===== src/logic/wwdt_regs.svh =====
`ifndef WWDT_REGS_SVH
`define WWDT_REGS_SVH

// ----------------------------------------
// register byte addresses
// ----------------------------------------
`define WWDT_ADDR_SERVICE_CMD  32'h400E1850
`define WWDT_ADDR_CONFIG       32'h400E1854
`define WWDT_ADDR_FAULT_STATUS 32'h400E1858
`define WWDT_ADDR_IRQ_STATUS   32'h400E185C
`define WWDT_ADDR_IRQ_MASK     32'h400E1860

// ----------------------------------------
// field positions and values
// ----------------------------------------
`define WWDT_KEY_MSB           31
`define WWDT_KEY_LSB           24
`define WWDT_SERVICE_KEY       8'hA5
`define WWDT_RESTART_BIT       0
`define WWDT_COUNTER_W         12
`define WWDT_FLAG_W            2

// ----------------------------------------
// reset values and timing
// ----------------------------------------
`define WWDT_CONFIG_RESET      32'h3FFF2FFF
`define WWDT_IRQ_MASK_RESET    2'h3
`define WWDT_PRESCALE_DIV      128

`endif


===== src/logic/wwdt_pkg.sv =====
package wwdt_pkg;

`include "wwdt_regs.svh"

// ----------------------------------------
// configuration word layout
// ----------------------------------------
typedef struct packed {
    logic [1:0]                 reserved;
    logic                       idle_halt;
    logic                       debug_halt;
    logic [`WWDT_COUNTER_W-1:0] window_delta;
    logic                       timer_disable;
    logic                       processor_reset_only;
    logic                       fault_reset_enable;
    logic                       fault_irq_enable;
    logic [`WWDT_COUNTER_W-1:0] counter_reload_value;
} wwdt_cfg_t;

// ----------------------------------------
// fault flags, also the irq status layout
// ----------------------------------------
typedef struct packed {
    logic window_error_flag;
    logic underflow_flag;
} wwdt_flags_t;

// ----------------------------------------
// register select
// ----------------------------------------
typedef enum logic [2:0] {
    WWDT_SEL_NONE  = 3'b000,
    WWDT_SEL_CMD   = 3'b001,
    WWDT_SEL_CFG   = 3'b010,
    WWDT_SEL_STAT  = 3'b011,
    WWDT_SEL_ISTAT = 3'b100,
    WWDT_SEL_IMASK = 3'b101
} wwdt_sel_t;

endpackage


===== src/logic/wwdt_prescaler.sv =====
`timescale 1ns/1ps
`include "wwdt_regs.svh"

module wwdt_prescaler #(
    parameter int unsigned DIV = `WWDT_PRESCALE_DIV
) (
    input  wire logic                   clk,
    input  wire logic                   rst,
    input  wire logic                   ce,
    input  wire logic                   clear,
    input  wire logic                   run,
    output logic                        tick,
    output logic [$clog2(DIV)-1:0]      phase
);

    localparam int unsigned      W    = $clog2(DIV);
    localparam logic [W-1:0]     LAST = W'(DIV - 1);

    // one tick every DIV running cycles
    assign tick = ce & run & ~clear & (phase == LAST);

    // ----------------------------------------
    // phase counter
    // ----------------------------------------
    always_ff @(posedge clk or posedge rst) begin
        if (rst) begin
            phase <= '0;
        end else if (ce) begin
            if (clear) begin
                phase <= '0;
            end else if (run) begin
                phase <= tick ? '0 : phase + 1'b1;
            end
        end
    end

endmodule // wwdt_prescaler


===== src/logic/wwdt_top.sv =====
// The Wishbone interface to the registers is this design's own decision.
`timescale 1ns/1ps
`include "wwdt_regs.svh"

module wwdt_top #(
    parameter int unsigned PRESCALE_DIV = `WWDT_PRESCALE_DIV
) (
    input  wire logic                CLK,
    input  wire logic                RST,
    input  wire logic                CE,
    input  wire logic                WB_CYC_I,
    input  wire logic                WB_STB_I,
    input  wire logic                WB_WE_I,
    input  wire logic [31:0]         WB_ADR_I,
    input  wire logic [3:0]          WB_SEL_I,
    input  wire logic [31:0]         WB_DAT_I,
    output logic      [31:0]         WB_DAT_O,
    output logic                     WB_ACK_O,
    input  wire logic                DEBUG_STATE,
    input  wire logic                IDLE_STATE,
    output logic                     IRQ,
    output logic                     FAULT_RESET_ALL,
    output logic                     FAULT_RESET_PROC,
    output wwdt_pkg::wwdt_flags_t    FAULT_STATUS
);

    import wwdt_pkg::*;

    localparam int unsigned          CW      = `WWDT_COUNTER_W;
    localparam int unsigned          PW      = $clog2(PRESCALE_DIV);
    localparam wwdt_cfg_t            CFG_RST = `WWDT_CONFIG_RESET;
    localparam logic [CW-1:0]        CNT_ZERO = '0;

    // ----------------------------------------
    // address decode
    // ----------------------------------------
    function automatic wwdt_sel_t decode(input logic [31:0] adr);
        case (adr)
            `WWDT_ADDR_SERVICE_CMD:  decode = WWDT_SEL_CMD;
            `WWDT_ADDR_CONFIG:       decode = WWDT_SEL_CFG;
            `WWDT_ADDR_FAULT_STATUS: decode = WWDT_SEL_STAT;
            `WWDT_ADDR_IRQ_STATUS:   decode = WWDT_SEL_ISTAT;
            `WWDT_ADDR_IRQ_MASK:     decode = WWDT_SEL_IMASK;
            default:                 decode = WWDT_SEL_NONE;
        endcase
    endfunction

    wwdt_sel_t                       sel;
    logic                            req;
    logic                            wr;
    logic                            rd;
    logic                            full_word;
    logic                            cmd_wr;
    logic                            key_ok;
    logic                            svc_restart;
    logic                            in_window;
    logic                            restart_ok;
    logic                            window_err;
    logic                            cfg_wr;
    logic                            cfg_locked;
    logic                            stat_rd;
    logic                            halted;
    logic                            reload;
    logic                            tick;
    logic                            underflow;
    logic                            fault_evt;
    logic [PW-1:0]                   phase;
    logic [CW-1:0]                   count;
    logic [CW-1:0]                   next_reload;
    wwdt_cfg_t                       cfg;
    wwdt_cfg_t                       new_cfg;
    wwdt_flags_t                     events;
    wwdt_flags_t                     irq_status;
    wwdt_flags_t                     irq_mask;
    wwdt_flags_t                     next_irq_status;

    // bus request taken on the edge that raises ack
    assign sel       = decode(WB_ADR_I);
    assign req       = WB_CYC_I & WB_STB_I & ~WB_ACK_O;
    assign wr        = req & WB_WE_I;
    assign rd        = req & ~WB_WE_I;
    assign full_word = &WB_SEL_I;

    // service command qualification
    assign cmd_wr      = wr & full_word & (sel == WWDT_SEL_CMD);
    assign key_ok      = WB_DAT_I[`WWDT_KEY_MSB:`WWDT_KEY_LSB] == `WWDT_SERVICE_KEY;
    assign svc_restart = cmd_wr & key_ok & WB_DAT_I[`WWDT_RESTART_BIT];
    assign in_window   = count <= cfg.window_delta;
    assign restart_ok  = svc_restart & in_window;
    assign window_err  = svc_restart & ~in_window;

    // write-once configuration strobe
    assign cfg_wr  = wr & full_word & (sel == WWDT_SEL_CFG) & ~cfg_locked;
    assign stat_rd = rd & (sel == WWDT_SEL_STAT);

    // new configuration word, reserved bits dropped
    always_comb begin
        new_cfg          = wwdt_cfg_t'(WB_DAT_I);
        new_cfg.reserved = '0;
    end

    // counting gates
    assign halted = cfg.timer_disable
                  | (cfg.debug_halt & DEBUG_STATE)
                  | (cfg.idle_halt & IDLE_STATE);
    assign reload      = restart_ok | cfg_wr;
    assign next_reload = cfg_wr ? new_cfg.counter_reload_value : cfg.counter_reload_value;
    assign underflow   = tick & (count == CNT_ZERO);
    assign events      = '{window_error_flag: window_err, underflow_flag: underflow};
    assign fault_evt   = underflow | window_err;

    // ----------------------------------------
    // prescaler
    // ----------------------------------------
    wwdt_prescaler #(
        .DIV   (PRESCALE_DIV)
    ) u_prescaler (
        .clk   (CLK),
        .rst   (RST),
        .ce    (CE),
        .clear (reload),
        .run   (~halted),
        .tick  (tick),
        .phase (phase)
    );

    // ----------------------------------------
    // configuration register
    // ----------------------------------------
    always_ff @(posedge CLK or posedge RST) begin
        if (RST) begin
            cfg        <= CFG_RST;
            cfg_locked <= 1'b0;
        end else if (CE && cfg_wr) begin
            cfg        <= new_cfg;
            cfg_locked <= 1'b1;
        end
    end

    // ----------------------------------------
    // down counter
    // ----------------------------------------
    always_ff @(posedge CLK or posedge RST) begin
        if (RST) begin
            count <= CFG_RST.counter_reload_value;
        end else if (CE) begin
            if (reload) begin
                count <= next_reload;
            end else if (underflow) begin
                count <= cfg.counter_reload_value;
            end else if (tick) begin
                count <= count - 1'b1;
            end
        end
    end

    // ----------------------------------------
    // fault flags, set wins over read clear
    // ----------------------------------------
    always_ff @(posedge CLK or posedge RST) begin
        if (RST) begin
            FAULT_STATUS <= '0;
        end else if (CE) begin
            FAULT_STATUS <= (stat_rd ? '0 : FAULT_STATUS) | events;
        end
    end

    // ----------------------------------------
    // interrupt status and mask
    // ----------------------------------------
    always_comb begin
        next_irq_status = irq_status;
        if (stat_rd) begin
            next_irq_status = '0;
        end else if (wr && sel == WWDT_SEL_ISTAT && WB_SEL_I[0]) begin
            next_irq_status = irq_status & ~wwdt_flags_t'(WB_DAT_I[`WWDT_FLAG_W-1:0]);
        end
        next_irq_status = next_irq_status | events;
    end

    always_ff @(posedge CLK or posedge RST) begin
        if (RST) begin
            irq_status <= '0;
            irq_mask   <= `WWDT_IRQ_MASK_RESET;
        end else if (CE) begin
            irq_status <= next_irq_status;
            if (wr && sel == WWDT_SEL_IMASK && WB_SEL_I[0]) begin
                irq_mask <= wwdt_flags_t'(WB_DAT_I[`WWDT_FLAG_W-1:0]);
            end
        end
    end

    // interrupt output, gated by the config enable
    always_ff @(posedge CLK or posedge RST) begin
        if (RST) begin
            IRQ <= 1'b0;
        end else if (CE) begin
            IRQ <= cfg.fault_irq_enable & (|(next_irq_status & irq_mask));
        end
    end

    // ----------------------------------------
    // fault request to the reset controller
    // ----------------------------------------
    always_ff @(posedge CLK or posedge RST) begin
        if (RST) begin
            FAULT_RESET_ALL  <= 1'b0;
            FAULT_RESET_PROC <= 1'b0;
        end else if (CE) begin
            FAULT_RESET_ALL  <= (~stat_rd & FAULT_RESET_ALL)
                              | (fault_evt & cfg.fault_reset_enable & ~cfg.processor_reset_only);
            FAULT_RESET_PROC <= (~stat_rd & FAULT_RESET_PROC)
                              | (fault_evt & cfg.fault_reset_enable & cfg.processor_reset_only);
        end
    end

    // ----------------------------------------
    // bus answer
    // ----------------------------------------
    always_ff @(posedge CLK or posedge RST) begin
        if (RST) begin
            WB_ACK_O <= 1'b0;
        end else if (CE) begin
            WB_ACK_O <= req;
        end
    end

    // read data captured with the request, unmapped reads give zero
    always_ff @(posedge CLK or posedge RST) begin
        if (RST) begin
            WB_DAT_O <= '0;
        end else if (CE && rd) begin
            case (sel)
                WWDT_SEL_CFG:   WB_DAT_O <= cfg;
                WWDT_SEL_STAT:  WB_DAT_O <= {30'h0, FAULT_STATUS};
                WWDT_SEL_ISTAT: WB_DAT_O <= {30'h0, irq_status};
                WWDT_SEL_IMASK: WB_DAT_O <= {30'h0, irq_mask};
                default:        WB_DAT_O <= '0;
            endcase
        end
    end
endmodule // wwdt_top


===== config.mk =====
export PLATFORM = sky130hd
export DESIGN_NAME = wwdt_top
export DESIGN_NICKNAME = d
export VERILOG_FILES = /design/src/logic/wwdt_pkg.sv /design/src/logic/wwdt_prescaler.sv /design/src/logic/wwdt_top.sv
export VERILOG_INCLUDE_DIRS = /design/src /design/src/logic
export SDC_FILE = /design/constraint.sdc
export NUM_CORES = 1
export LEC_CHECK = 0
export ABC_CLOCK_PERIOD_IN_PS = 10200
export BUFFER_PORTS_ARGS = -buffer_cell sky130_fd_sc_hd__buf_2
export CORE_AREA = 5 5 119 143
export CTS_CLUSTER_SIZE = 40
export DETAILED_ROUTE_END_ITERATION = 7
export DIE_AREA = 0 0 124 148
export PLACE_DENSITY = 0.53
export SYNTH_ARGS = -nofsm -noshare
export SYNTH_HDL_FRONTEND = slang
export SYNTH_SLANG_ARGS = --single-unit

===== constraint.sdc =====
create_clock -name CLK -period 10.2 [get_ports CLK]
set_input_delay 3.06 -clock CLK [delete_from_list [all_inputs] [get_ports CLK]]
set_output_delay 3.06 -clock CLK [all_outputs]
set_load 0.1 [all_outputs]

==> results.toml, run 1 <==
[yosys]
synth.top_cell.area_share_pct = 26.15
synth.top_cells.by_count = "dfrtp_1, dfstp_2, mux2_2"
ys_ff_latch = 90
synth_seq_area_share_pct = 49.12
synth_top_cell_by_area = "dfrtp_1"
synth.distinct_cells = 62
synth_edf_count = 0
synth.most_common_cell = "dfrtp_1"
synth_cells = 421
synth.avg_cell_area_um2 = 11.14
synthesis.area_um2 = 4689
ys_warn_count = 0
synthArstFlopShare_pct = 100.0
synthTopCellsByArea = "dfrtp_1, dfstp_2, mux2_2"
ys.flop_type = "dfrtp_1"

[clock_tree]
clkTransAtPathRegs_ns = 0.07
clockBufferDepth = 2
insertion_delay_ns = 0.34
postCtsSetupBuffers = 0
cts-root-buf = "clkbuf_16"
cts-buffers-inserted = 9
clkSinkCount = 90
hold_buffers = 0
cts_tree = "done"
htreeDepth = 3
ctsResizeCount = 0

[layout]
utilization_pct = 37.55
area_delta_synth_final_pct = 23.72
drive_gt1_share_pct = 44.88
diodes = 0
nets = 622
fillers = 1569

[place]
place_hpwl_um = 9669
place_congestion = 0.8648
portBuffers = 111

[die]
initial_core_util_pct = 30.35
fp.dieH_um = 148
io_pins = 114
num_rows = 50
core_area_um2 = 15450
die_x_um = 124
design.die.area_um2 = 18350

[timing]
hold_violations = 0
finalMaxSlewViolations = 0
finalSetupViolations = 0
finalCriticalPeriod_ns = 5.153
max_freq_ghz = 0.1941
rsz0062_at_grt = "false"
tns_ns = 0
relSlewSlack_pct = 45.74
tightest_slew_ns = 0.8069
post-route-period-util_pct = 50.52
fin_skew_ns = 0.009135

[worst_setup_path]
crit_cells = 8
path_delay_family = "simple AND/OR/NAND/NOR gates"
worstSetupPathType = "primary input to flop"
worstSetupEndpointType = "flop"
r2r_cells = 10
max_stage_delay_ns = 0.62
cp_max_fo = 15
crit_buf_inv = 1
required_ns = 10.44
slowest_stage = "o311ai_4"
crit_chain = "buf_2, nor4b_1, nand4_1, nor3_2, nand3_1, o311ai_4, o21ai_0, o2bb2ai_1"
crit_arrival_ns = 5.39
crit_path_start_kind = "primary input"

[route]
post-route-drc-count = 0
firstDrtPassIters = 4
routed_wirelength_um = 12910
vias_per_cell = 5.077
drtAntennaViolNets = 0
via_count = 3782
wl_per_cell_um = 17.32
drtIter0Drc = 216

[grt]
grt_pass1_vias = 3904
grt_overflow = 0
grt_max_degree = 56
antenna_found_initial = 0
grtUsageTotal_pct = 14.31
grt_first_pass_wirelength_um = 20510

[power_and_ir_drop]
p_leak_nw = 2.679
clkPwrFrac_pct = 47.5
power_density_nw_per_um2 = 142.9
vdd_drop_max_mv = 0.08494
p_comb_share_pct = 6.8
p_int_uw = 638.2
switching_share_pct = 23.02
p_seq_share_pct = 45.7
p_switching_uw = 190.9

[min_path]
holdPathStages = 1
hp-class = "flop to flop"

[job]
max_cap_violations = 0

[run_status]
outcome = "complete, no violations"
flip-flops by register name, summed over array words and instances, names as in the netlist:
| name | cells |
|---|---|
| FAULT_STATUS | 2 |
| FAULT_RESET_PROC | 1 |
| WB_ACK_O | 1 |
| irq_status | 2 |
| count | 12 |
| u_prescaler.phase | 7 |
| FAULT_RESET_ALL | 1 |
| cfg | 30 |
| IRQ | 1 |
| irq_mask | 2 |
| WB_DAT_O | 30 |
| cfg_locked | 1 |
metal layers:
metal	vias to the layer above	part of all wire, %	global-route usage, %
met5	-	0	0
met4	0	1.1	3.781
met3	11	5.3	3.330
met2	111	50	24.41
met1	1851	44	18.06
li1	1809	-	-
path summary, 6_finish.rpt:
| check | startpoint | endpoint | slack [ns] |
|---|---|---|---|
| hold reg to reg | cfg_locked$_DFFE_PP0P_ | cfg_locked$_DFFE_PP0P_ | 0.48 |
| setup reg to reg | cfg[25]$_DFFE_PP1P_ | count[3]$_DFFE_PP1P_ | 7.19 |
| hold / removal | cfg_locked$_DFFE_PP0P_ | cfg_locked$_DFFE_PP0P_ | 0.48 |
| setup / recovery | WB_ADR_I[29] | count[11]$_DFFE_PP1P_ | 5.05 |
| max in group asynchronous | RST | WB_DAT_O[9]$_DFFE_PP0P_ | 6.29 |
| min in group asynchronous | RST | WB_DAT_O[18]$_DFFE_PP0P_ | 2.77 |
kinds of logic (layout without fill, tap and decap cells):
group	Yosys count	count (layout)	synth area share [%]
AOI/OAI and AO/OA	118	118	19.05
xor gates and xnor gates	4	4	0.7472
adders and majority gates	14	14	3.735
buffers and inverters	34	149	3.388
DFF	90	90	49.12
muxes	33	33	7.924
other	1	2	0.07997
and+or+nand+nor	127	127	15.95
through the flow:
| stage | area [um^2] | cells | setup slack (ns) | power [mW] | hold WS, ns |
|---|---|---|---|---|---|
| 3_5_place_dp | 5449 | 729 | 4.673 | 0.4427 | 0.4628 |
| 5_1_grt | 5802 | 745 | 4.890 | 0.8615 | 0.5017 |
| 4_1_cts | 5802 | 745 | 5.044 | 0.8394 | 0.4829 |
| 3_3_place_gp | 5449 | 729 | 4.731 | 0.4410 | 0.4754 |
| 6_report | 5802 | 745 | 5.047 | 0.8291 | 0.4827 |
| 2_1_floorplan | 4693 | 422 | 4.873 | 0.4152 | 0.4354 |
area by class of cell:
class	count	area [um^2]	area share [%]
inverter	18	68.82	1.186
tap	208	260.3	4.486
timing repair buffer	115	585.6	10.09
clock inverter	6	113.9	1.962
multi-input combinational	298	2231	38.45
clock buffer	10	239.0	4.119
sequential	90	2303	39.70
power by group through the flow:
stage	Combinational [mW]	Clock [mW]	Sequential [mW]
after floorplan	0.0309	0	0.384
after global placement	0.0570	0	0.384
after detailed placement	0.0580	0	0.385
after CTS	0.0583	0.403	0.378
after global routing	0.0639	0.418	0.380
final	0.0566	0.394	0.379
cells in the final DEF (no fill, tap or decap), types with 14 or more instances in the layout:
| cell type | Yosys | final |
|---|---|---|
| a21oi_1 | 14 | 14 |
| o21ai_0 | 28 | 28 |
| nor2_1 | 23 | 23 |
| ha_1 | 14 | 14 |
| inv_1 | 17 | 16 |
| nand2_1 | 28 | 28 |
| a22o_2 | 20 | 20 |
| buf_2 | 4 | 111 |
| dfrtp_1 | 49 | 49 |
| dfstp_2 | 41 | 41 |
| mux2_2 | 30 | 30 |
Power figures use the tool's default switching activity.
==> inputs of run 2 (changes only) <==
--- a/config.mk
+++ b/config.mk
@@ -6,7 +6,7 @@
 export SDC_FILE = /design/constraint.sdc
 export NUM_CORES = 1
 export LEC_CHECK = 0
-export ABC_CLOCK_PERIOD_IN_PS = 10200
+export ABC_CLOCK_PERIOD_IN_PS = 5100
 export BUFFER_PORTS_ARGS = -buffer_cell sky130_fd_sc_hd__buf_2
 export CORE_AREA = 5 5 119 143
 export CTS_CLUSTER_SIZE = 40
==> constraint.sdc (replaced) <==
create_clock -name CLK -period 5.1 [get_ports CLK]
set_input_delay 1.53 -clock CLK [delete_from_list [all_inputs] [get_ports CLK]]
set_output_delay 1.53 -clock CLK [all_outputs]
set_load 0.1 [all_outputs]
==> run 2 against run 1 <==
Compared with the run above: combinational power up 98%; via count fell by 0.40%; clock skew decreased by 0.00065 ns; global-route usage shrank 0.21 points; sequential share of layout area rose by 0.19 points; power rose by 89%; worst hold slack got worse by 0.012 ns; clock-buffer cell count is 3 higher; critical path type unchanged.
==> results.toml, run 2 (synthesized netlist as in run 1, its figures left out) <==
[run_status]
outcome = "complete, no violations"

[clock_tree]
htreeDepth = 3
cts_tree = "done"
insertion_delay_ns = 0.34
ctsResizeCount = 0
hold_buffers = 0
clkSinkCount = 90
clkTransAtPathRegs_ns = 0.07
postCtsSetupBuffers = 0
cts-root-buf = "clkbuf_16"
cts-buffers-inserted = 9
clockBufferDepth = 2

[timing]
finalSetupViolations = 0
fin_skew_ns = 0.008481
tns_ns = 0
hold_violations = 0
post-route-period-util_pct = 72.96
whs_ns = 0.4707
tightest_slew_ns = 0.8556
rsz0062_at_grt = "false"
finalMaxSlewViolations = 0
finalCriticalPeriod_ns = 3.721
max_freq_ghz = 0.2687
relSlewSlack_pct = 42.47

[grt]
grt_pass1_vias = 3837
grt_overflow = 0
grt_first_pass_wirelength_um = 20160
antenna_found_initial = 0
grt_max_degree = 37
grtUsageTotal_pct = 14.09

[worst_setup_path]
path_delay_family = "simple AND/OR/NAND/NOR gates"
worstSetupEndpointType = "flop"
crit_arrival_ns = 3.99
crit_path_start_kind = "primary input"
worstSetupPathType = "primary input to flop"
max_stage_delay_ns = 0.66
slowest_stage = "o311ai_4"
crit_buf_inv = 1
required_ns = 5.37
crit_chain = "buf_2, nor4b_1, nand4_1, nor3_2, nand3_1, o311ai_4, o21ai_0, a22o_1"
cp_max_fo = 15

[layout]
nets = 623
fillers = 1553
final_common_cell = "buf_2"
utilization_pct = 37.37
area_delta_synth_final_pct = 23.13
reg_top3 = "WB_DAT_O: 30 flops, cfg: 30 flops, count: 12 flops"
final_cell_mix = "buf_2, dfrtp_1, dfstp_2"
drive_gt1_share_pct = 44.80
diodes = 0

[die]
initial_core_util_pct = 30.35
design.die.area_um2 = 18350
io_pins = 114
die_x_um = 124
num_rows = 50
core_area_um2 = 15450
fp.dieH_um = 148

[place]
place_hpwl_um = 9605
portBuffers = 111
place_congestion = 0.8371

[job]
max_cap_violations = 0

[route]
drtAntennaViolNets = 0
wl_per_cell_um = 16.82
post-route-drc-count = 0
vias_per_cell = 5.050
via_count = 3767
firstDrtPassIters = 4
routed_wirelength_um = 12550
drtIter0Drc = 180

[power_and_ir_drop]
power_mw = 1.567
power_density_nw_per_um2 = 271.3
vdd_drop_max_mv = 0.1607
p_leak_nw = 2.675

[min_path]
hp-class = "flop to flop"
[run 2: stage by stage]
stage	cells	worst slack [ns]	instance area, um^2
2_1_floorplan	422	1.303	4693
3_3_place_gp	730	1.101	5456
3_5_place_dp	730	1.001	5456
4_1_cts	746	1.361	5774
5_1_grt	746	1.201	5774
6_report	746	1.379	5774
[run 2: worst paths after layout]
check / to / slack, ns / start / depth (start not counted)
setup reg to reg: count[5]$_DFFE_PP1P_ / 2.09 / cfg[25]$_DFFE_PP1P_ / 10
setup / recovery: count[2]$_DFFE_PP1P_ / 1.38 / WB_ADR_I[29] / 8
min in group asynchronous: WB_DAT_O[29]$_DFFE_PP0P_ / 1.17 / RST / 2
max in group asynchronous: count[9]$_DFFE_PP1P_ / 3.09 / RST / 3
hold / removal: cfg_locked$_DFFE_PP0P_ / 0.47 / cfg_locked$_DFFE_PP0P_ / 1
hold reg to reg: cfg_locked$_DFFE_PP0P_ / 0.47 / cfg_locked$_DFFE_PP0P_ / 1
[run 2: area by class of cell]
| class | count | area (um^2) | area share [%] |
|---|---|---|---|
| Tap cell | 208 | 260.3 | 4.507 |
| Timing Repair Buffer | 116 | 593.1 | 10.27 |
| Sequential cell | 90 | 2303 | 39.89 |
| Inverter | 18 | 68.82 | 1.192 |
| Multi-Input combinational cell | 298 | 2231 | 38.63 |
| Clock inverter | 3 | 47.55 | 0.8234 |
| Clock buffer | 13 | 270.3 | 4.680 |
[run 2: worst reg2reg max path, delay by kind of cell (launching register included)]
kind	cells	cell delay [ns]
buffers and inverters	1	0.05
adders and majority gates	1	0.29
DFF	1	0.54
and+or+nand+nor	1	0.22
AOI/OAI and AO/OA	7	1.84
[run 2: power by group]
part	internal, mW	leakage [nW]	total, mW	switching, mW
Clock	0.422	0.156	0.697	0.275
Combinational	0.0473	1.43	0.112	0.0652
Sequential	0.736	1.09	0.757	0.0211
[run 2: per-layer routing]
layer / global-route usage (%) / up-vias / wire length (um)
met1: 18.16 / 1827 / 5476
li1: - / 1814 / -
met2: 23.33 / 114 / 6170
met3: 3.406 / 12 / 682
met5: 0 / - / 0
met4: 4.164 / 0 / 216
